**src/mie_pkg.sv**
```systemverilog
// Package: register map, field positions and reset values of the interrupt enable block
package mie_pkg;
  // ----------------------------------------
  // Register offsets (byte addresses)
  // ----------------------------------------
  localparam logic [7:0] ADDR_ENABLE = 8'h08;
  localparam logic [7:0] ADDR_STATUS = 8'h0c;
  localparam int ADDR_W = 8;
  localparam int DATA_W = 32;
  // ----------------------------------------
  // Field positions
  // ----------------------------------------
  localparam int BIT_DMA0_EOL = 10;
  localparam int BIT_DMA0_DMF = 9;
  localparam int BIT_DMA0_DDL = 8;
  localparam int BIT_I2C_DONE = 4;
  localparam int BIT_BOARD_MGMT = 2;
  // Implemented bits of both enable mask and status
  localparam logic [31:0] IMPL_MASK = 32'h0000_0714;
  localparam logic [31:0] ENABLE_RESET = 32'h0000_0000;
  localparam logic [31:0] STATUS_RESET = 32'h0000_0000;
  localparam logic [31:0] UNMAPPED_READ = 32'h0000_0000;
  // Number of event inputs, in the order eol, dmf, ddl, i2c, board
  localparam int NUM_EVENTS = 5;
endpackage

```
**src/mie_irq_enable.sv**
```systemverilog
// Module interrupt enable mask and status with Avalon-MM slave
// Overview of operation
// RL1: Bit 10 enables DMA0 end-of-list interrupt
// RL2: Bit 9 enables DMA0 memory-filled interrupt
// RL3: Bit 8 enables DMA0 descriptor-loaded interrupt
// RL4: Enable zero blocks, one permits interrupt
// RL5: Bit 4 enables I2C bridge done interrupt
// RL6: Bit 2 enables board management interrupt
// RL7: Status bit 10 set on end-of-list, W1C
// RL8: Irq when flag and enable set; reserved zero
`timescale 1ns/10ps
module mie_irq_enable
  import mie_pkg::*;
(
  input wire logic clk_sys,
  input wire logic rst,
  input wire logic [mie_pkg::ADDR_W-1:0] avs_address,
  input wire logic avs_read,
  input wire logic avs_write,
  input wire logic [mie_pkg::DATA_W-1:0] avs_writedata,
  input wire logic [3:0] avs_byteenable,
  output logic [mie_pkg::DATA_W-1:0] avs_readdata,
  output logic avs_waitrequest,
  input wire logic dma0_end_of_list_event,
  input wire logic dma0_memory_filled_event,
  input wire logic dma0_descriptor_loaded_event,
  input wire logic i2c_bridge_op_done_event,
  input wire logic board_mgmt_event,
  output logic irq
);
  import mie_pkg::*;

  // ----------------------------------------
  // State
  // ----------------------------------------
  logic [31:0] enable_mask;
  logic [31:0] status;
  logic [31:0] next_enable_mask;
  logic [31:0] next_status;
  logic [31:0] next_readdata;
  logic next_waitrequest;
  logic next_irq;
  logic [31:0] event_vec;
  logic [31:0] wmask;
  logic access_done;
  logic req;

  // ----------------------------------------
  // Bus and register next state
  // ----------------------------------------
  // One wait cycle per access: waitrequest drops for one edge, then the
  // request is answered; keeps readdata and irq straight from flops.
  always_comb begin
    req = avs_read | avs_write;
    access_done = req & ~avs_waitrequest;
    wmask = {{8{avs_byteenable[3]}}, {8{avs_byteenable[2]}}, {8{avs_byteenable[1]}}, {8{avs_byteenable[0]}}};
    event_vec = 32'h0000_0000;
    event_vec[BIT_DMA0_EOL] = dma0_end_of_list_event; // [RL7]
    event_vec[BIT_DMA0_DMF] = dma0_memory_filled_event;
    event_vec[BIT_DMA0_DDL] = dma0_descriptor_loaded_event;
    event_vec[BIT_I2C_DONE] = i2c_bridge_op_done_event;
    event_vec[BIT_BOARD_MGMT] = board_mgmt_event;
    next_enable_mask = enable_mask;
    next_status = status;
    next_readdata = avs_readdata;
    next_waitrequest = 1'b1;
    if (req && avs_waitrequest) begin
      next_waitrequest = 1'b0;
      case (avs_address)
        ADDR_ENABLE: next_readdata = enable_mask;
        ADDR_STATUS: next_readdata = status;
        default: next_readdata = UNMAPPED_READ;
      endcase
    end
    if (access_done && avs_write && avs_address == ADDR_ENABLE) begin
      // Reserved bits cannot be written
      next_enable_mask = ((enable_mask & ~wmask) | (avs_writedata & wmask)) & IMPL_MASK; // [RL1] [RL2] [RL3] [RL5] [RL6] [RL8]
    end
    if (access_done && avs_write && avs_address == ADDR_STATUS) begin
      next_status = status & ~(avs_writedata & wmask); // [RL7]
    end
    // Set wins over a simultaneous clear
    next_status = (next_status | event_vec) & IMPL_MASK; // [RL7]
    next_irq = |(next_status & next_enable_mask); // [RL4] [RL8]
  end

  // ----------------------------------------
  // Registers
  // ----------------------------------------
  always_ff @(posedge clk_sys or posedge rst) begin
    if (rst) begin
      enable_mask <= ENABLE_RESET;
      status <= STATUS_RESET;
      avs_readdata <= 32'h0000_0000;
      avs_waitrequest <= 1'b1;
      irq <= 1'b0;
    end else begin
      enable_mask <= next_enable_mask;
      status <= next_status;
      avs_readdata <= next_readdata;
      avs_waitrequest <= next_waitrequest;
      irq <= next_irq;
    end
  end

  // ----------------------------------------
  // Assertions
  // ----------------------------------------
  property p_reserved_zero;
    @(posedge clk_sys) disable iff (rst) ((enable_mask | status) & ~IMPL_MASK) == 32'h0000_0000;
  endproperty
  a_reserved_zero: assert property (p_reserved_zero) else $error("reserved bit set"); // [RL8]

  property p_eol_sets;
    @(posedge clk_sys) disable iff (rst) dma0_end_of_list_event |=> status[BIT_DMA0_EOL];
  endproperty
  a_eol_sets: assert property (p_eol_sets) else $error("eol flag not set"); // [RL7]

  property p_irq_follows;
    @(posedge clk_sys) disable iff (rst) ##1 irq == |(status & enable_mask);
  endproperty
  a_irq_follows: assert property (p_irq_follows) else $error("irq mismatch"); // [RL4]

  property p_disabled_quiet;
    @(posedge clk_sys) disable iff (rst) (enable_mask == 32'h0000_0000) ##1 (enable_mask == 32'h0000_0000) |-> !irq;
  endproperty
  a_disabled_quiet: assert property (p_disabled_quiet) else $error("irq with all disabled"); // [RL4]

  property p_w1c;
    @(posedge clk_sys) disable iff (rst)
      (access_done && avs_write && avs_address == ADDR_STATUS && avs_writedata[BIT_DMA0_EOL]
       && avs_byteenable[1] && !dma0_end_of_list_event) |=> !status[BIT_DMA0_EOL];
  endproperty
  a_w1c: assert property (p_w1c) else $error("w1c failed"); // [RL7]

  property p_mask_write;
    @(posedge clk_sys) disable iff (rst)
      (access_done && avs_write && avs_address == ADDR_ENABLE && avs_byteenable[1])
      |=> enable_mask[BIT_DMA0_EOL] == $past(avs_writedata[BIT_DMA0_EOL]);
  endproperty
  a_mask_write: assert property (p_mask_write) else $error("eol enable not written"); // [RL1]

  property p_dmf_write;
    @(posedge clk_sys) disable iff (rst)
      (access_done && avs_write && avs_address == ADDR_ENABLE && avs_byteenable[1])
      |=> enable_mask[BIT_DMA0_DMF] == $past(avs_writedata[BIT_DMA0_DMF]);
  endproperty
  a_dmf_write: assert property (p_dmf_write) else $error("dmf enable not written"); // [RL2]

  property p_ddl_write;
    @(posedge clk_sys) disable iff (rst)
      (access_done && avs_write && avs_address == ADDR_ENABLE && avs_byteenable[1])
      |=> enable_mask[BIT_DMA0_DDL] == $past(avs_writedata[BIT_DMA0_DDL]);
  endproperty
  a_ddl_write: assert property (p_ddl_write) else $error("ddl enable not written"); // [RL3]

  property p_low_write;
    @(posedge clk_sys) disable iff (rst)
      (access_done && avs_write && avs_address == ADDR_ENABLE && avs_byteenable[0])
      |=> enable_mask[BIT_I2C_DONE] == $past(avs_writedata[BIT_I2C_DONE])
          && enable_mask[BIT_BOARD_MGMT] == $past(avs_writedata[BIT_BOARD_MGMT]);
  endproperty
  a_low_write: assert property (p_low_write) else $error("low enables not written"); // [RL5] [RL6]

  property p_answer;
    @(posedge clk_sys) disable iff (rst) (req && avs_waitrequest) |=> !avs_waitrequest;
  endproperty
  a_answer: assert property (p_answer) else $error("no answer in one cycle");

  property p_wait_one;
    @(posedge clk_sys) disable iff (rst) !avs_waitrequest |=> avs_waitrequest;
  endproperty
  a_wait_one: assert property (p_wait_one) else $error("waitrequest low too long");

  property p_dmf_sets;
    @(posedge clk_sys) disable iff (rst) dma0_memory_filled_event |=> status[BIT_DMA0_DMF];
  endproperty
  a_dmf_sets: assert property (p_dmf_sets) else $error("dmf flag not set"); // [RL2]

  property p_ddl_sets;
    @(posedge clk_sys) disable iff (rst) dma0_descriptor_loaded_event |=> status[BIT_DMA0_DDL];
  endproperty
  a_ddl_sets: assert property (p_ddl_sets) else $error("ddl flag not set"); // [RL3]

  property p_i2c_sets;
    @(posedge clk_sys) disable iff (rst) i2c_bridge_op_done_event |=> status[BIT_I2C_DONE];
  endproperty
  a_i2c_sets: assert property (p_i2c_sets) else $error("i2c flag not set"); // [RL5]

  property p_board_sets;
    @(posedge clk_sys) disable iff (rst) board_mgmt_event |=> status[BIT_BOARD_MGMT];
  endproperty
  a_board_sets: assert property (p_board_sets) else $error("board flag not set"); // [RL6]

  // A flag may only rise on its own event, never on a bus write
  property p_eol_no_spurious;
    @(posedge clk_sys) disable iff (rst) !dma0_end_of_list_event |=> !$rose(status[BIT_DMA0_EOL]);
  endproperty
  a_eol_no_spurious: assert property (p_eol_no_spurious) else $error("eol flag rose without event"); // [RL7]

  property p_read_enable;
    @(posedge clk_sys) disable iff (rst)
      (access_done && avs_read && avs_address == ADDR_ENABLE) |-> avs_readdata == $past(enable_mask);
  endproperty
  a_read_enable: assert property (p_read_enable) else $error("enable read wrong"); // [RL1] [RL2] [RL3] [RL5] [RL6]

  property p_unmapped_read;
    @(posedge clk_sys) disable iff (rst)
      (access_done && avs_read && avs_address != ADDR_ENABLE && avs_address != ADDR_STATUS)
      |-> avs_readdata == UNMAPPED_READ;
  endproperty
  a_unmapped_read: assert property (p_unmapped_read) else $error("unmapped read not zero"); // [RL8]

  // Enables are software state only; no event may disturb them
  property p_enable_hold;
    @(posedge clk_sys) disable iff (rst)
      !(access_done && avs_write && avs_address == ADDR_ENABLE) |=> $stable(enable_mask);
  endproperty
  a_enable_hold: assert property (p_enable_hold) else $error("enable changed without write"); // [RL4]

  c_irq: cover property (@(posedge clk_sys) disable iff (rst) $rose(irq));
  c_set_clear: cover property (@(posedge clk_sys) disable iff (rst)
    access_done && avs_write && avs_address == ADDR_STATUS && dma0_end_of_list_event);
  c_read_status: cover property (@(posedge clk_sys) disable iff (rst)
    access_done && avs_read && avs_address == ADDR_STATUS);
  // A pending flag held back by its mask
  c_masked_pending: cover property (@(posedge clk_sys) disable iff (rst)
    (|(status & ~enable_mask)) && !irq);
endmodule

```
**config.mk**
```make
export PLATFORM = sky130hd
export DESIGN_NAME = mie_irq_enable
export DESIGN_NICKNAME = d
export VERILOG_FILES = /design/src/mie_pkg.sv /design/src/mie_irq_enable.sv
export SDC_FILE = /design/constraint.sdc
export NUM_CORES = 1
export LEC_CHECK = 0
export BUFFER_PORTS_ARGS = -buffer_cell sky130_fd_sc_hd__buf_2
export CAP_MARGIN = 20
export CORE_AREA = 2 2 65 67
export CTS_CLUSTER_SIZE = 40
export DETAILED_ROUTE_END_ITERATION = 10
export DIE_AREA = 0 0 67 69
export GPL_TIMING_DRIVEN = 1
export HOLD_SLACK_MARGIN = 0.1
export PLACE_DENSITY = 0.66
export SYNTH_ARGS = -nofsm -noshare
export SYNTH_HDL_FRONTEND = slang
export SYNTH_SLANG_ARGS = --single-unit
```
**constraint.sdc**
```tcl
create_clock -name clk_sys -period 2.4 [get_ports clk_sys]
set_input_delay 0.24 -clock clk_sys [delete_from_list [all_inputs] [get_ports clk_sys]]
set_output_delay 0.24 -clock clk_sys [all_outputs]
set_load 0.02 [all_outputs]
```
==> flow_metrics.py <==
metrics = {
    "run_status": {
        "status": "finished clean",
    },
    "worst_setup_path": {
        "critPathLaunchType": "input port",
        "cp.arrival_ns": 2.01,
        "endpoint": "irq$_DFF_PP0_",
        "setup.worst_path.start": "avs_address[7]",
        "r2r_end": "irq$_DFF_PP0_",
        "required_ns": 2.51,
        "r2r-start": "avs_waitrequest$_DFF_PP1_",
        "end_kind": "register",
        "cp_max_fo": 9,
        "reg2reg_slack_ns": 0.53,
        "reg2regPathDepth": 5,
        "critical_path_class": "in -> reg",
    },
    "clock_tree": {
        "cts.sinks": 17,
        "clkTransAtPathRegs_ns": 0.06,
        "cts_tree": "built",
        "htree_levels": 1,
        "cts_resized": 0,
        "clkLatencyLatePin_ns": 0.25,
        "clockRootBuffer": "clkbuf_8",
        "cts-buffers-inserted": 3,
        "clock_path_buffers": 2,
    },
    "global_route": {
        "antenna_found_initial": 0,
        "grt_max_degree": 18,
        "grt_pass1_vias": 755,
        "grt_use_total_pct": 9.66,
        "grt_overflow": 0,
        "grt_pass1_wl_um": 3380,
    },
    "timing": {
        "worst_pin_slew_ns": 0.631,
        "post-route-period-util_pct": 78.9,
        "rsz0062_at_grt": "false",
        "period_needed_ns": 1.89,
        "tns_ns": 0,
        "whs_ns": 0.185,
        "final_hold_viol_count": 0,
        "setup_violations": 0,
        "maxSlewViolCount": 0,
        "fin_worst_skew_ns": 0.00275,
        "fmax_mhz": 528,
        "slew_headroom_pct": 57.9,
    },
    "layout": {
        "n_fill_cell": 423,
        "area_growth_pct": 13.0,
        "finalNetCount": 197,
        "layout-drive-gt1-share_pct": 33.6,
        "n_antenna_cell": 0,
        "stdcell_area_um2": 1260,
        "final_cell_count_no_fill": 193,
    },
    "yosys": {
        "synth.distinct_cells": 31,
        "ys_warn_count": 0,
        "yosysTopAreaCell": "dfrtp_1",
        "yosys-top-cells-area": "dfrtp_1 36%, buf_4 18%, mux2_2 5.0%, mux2i_1 4.5%, o41ai_1 3.9%",
        "syn_area_um2": 1120,
        "synth_edf_count": 0,
        "synth_top_cell_area_share_pct": 35.8,
        "synthFlopType": "dfrtp_1",
        "synth.avg_cell_area_um2": 9.90,
        "synth-async-reset-ratio_pct": 100,
        "ys_ff_latch": 17,
        "synth.most_common_cell": "buf_4",
        "syn_inst": 113,
        "synth_common_cells": "27 x buf_4, 16 x dfrtp_1, 11 x nand2_1",
        "yosysSeqAreaShare_pct": 38.1,
    },
    "detailed_routing": {
        "routed_via_density": 4.30,
        "dr.pass1.iters": 5,
        "vias": 829,
        "drcViolationCount": 0,
        "ant_nets": 0,
        "dr.first_iter.drc_count": 9,
        "routed_wl_um": 2110,
        "wl_per_cell_um": 10.9,
    },
    "die": {
        "die_area_um2": 4620,
        "start_util_pct": 28.6,
        "die-height_um": 69,
        "core_um2": 3910,
        "die_x_um": 67,
        "num_rows": 23,
        "ioPinCount": 87,
    },
    "min_path": {
        "hold_path_class": "in -> reg",
    },
    "place": {
        "portBuffers": 30,
        "placed_cell_area_um2": 1200,
        "dp.cells": 187,
        "gp_congestion": 0.784,
        "dp_hpwl_um": 1670,
    },
    "power": {
        "ir_drop_v": 0.000181,
        "p_leak_nw": 0.599,
        "power.density_nw_per_um2": 486,
    },
    "flow_run": {
        "cap_viol_max_count": 0,
    },
}
==> worst max-delay path, cell delays in order <==
cell,delay (ns)
buf_2,0.09
or4_4,0.60
or4_4,0.51
o221a_1,0.25
a22oi_1,0.20
nand4_1,0.12
==> sequential cells by signal (all words and copies together), names as in the netlist <==
signal,count
enable_mask,5
avs_waitrequest,1
avs_readdata,5
status,5
irq,1
==> worst min-delay path by stage <==
stage          cells past startpoint                            to                    startpoint  slack [ns]
2_1_floorplan                      1  avs_readdata[10]$_DFFE_PP0P_                           rst        0.17
3_3_place_gp                       2   avs_readdata[2]$_DFFE_PP0P_                           rst        0.35
3_5_place_dp                       2   avs_readdata[4]$_DFFE_PP0P_                           rst        0.37
4_1_cts                            2           status[8]$_DFF_PP0_  dma0_descriptor_loaded_event        0.19
5_1_grt                            2     avs_waitrequest$_DFF_PP1_                      avs_read        0.19
6_report                           2     avs_waitrequest$_DFF_PP1_                      avs_read        0.19
==> placed cells by master, fill, tap and decap left out, types with 2 or more instances in the layout <==
cell type / Yosys / routed
buf_2: 0 / 31
conb_1: 1 / 27
dfrtp_1: 16 / 16
nand2_1: 11 / 11
mux2i_1: 5 / 5
o31ai_1: 5 / 5
mux2_2: 5 / 5
o41ai_1: 5 / 5
nand2b_1: 4 / 4
nand3_1: 3 / 3
a21o_1: 3 / 3
clkbuf_8: 0 / 3
or4_4: 2 / 2
nand3b_1: 2 / 2
or2_2: 2 / 2
inv_1: 2 / 2
==> timing repair <==
item,in CTS,in global routing
hold buffers,1,0
buffers inserted,0,0
endpoints found under the hold margin,16,0
==> logic make-up after synthesis <==
family / count (synthesis) / share of synthesized area (%)
AND/OR/NAND/NOR: 31 / 16.8
other: 1 / 0.335
buffers and inverters: 35 / 21.5
multiplexers: 10 / 9.51
AO/OA/AOI/OAI: 19 / 13.8
flip-flops: 17 / 38.1
==> per-layer routing <==
metal	vias up	track usage (%)	part of all wire [%]
li1	408	-	-
met1	375	12.5	45
met2	41	14.3	44
met3	5	2.45	8.7
met4	0	5.44	2.1
met5	-	0	0
==> area by class of cell <==
class	count	area (um2)	share of cell area, %
Inverter	2	7.51	0.594
Timing Repair Buffer	33	173	13.7
Sequential cell	17	427	33.8
Clock buffer	4	45.0	3.56
Multi-Input combinational cell	87	549	43.5
Tap cell	50	62.6	4.95
==> report_power, final <==
part	switching [mW]	total, mW	internal, mW
registers	0.00289	0.296	0.293
logic	0.0783	0.108	0.0300
clock network	0.0925	0.210	0.118
==> through the flow <==
| step | total power [mW] | util [%] | setup slack, ns |
|---|---|---|---|
| floorplan | 0.409 | - | 0.420 |
| global placement | 0.406 | 30.8 | 0.228 |
| detailed placement | 0.406 | 30.8 | 0.246 |
| CTS | 0.622 | 32.2 | 0.497 |
| global route | 0.656 | 32.3 | 0.419 |
| finish | 0.614 | 32.3 | 0.505 |
Note: power is estimated with default switching activity, not from simulation.
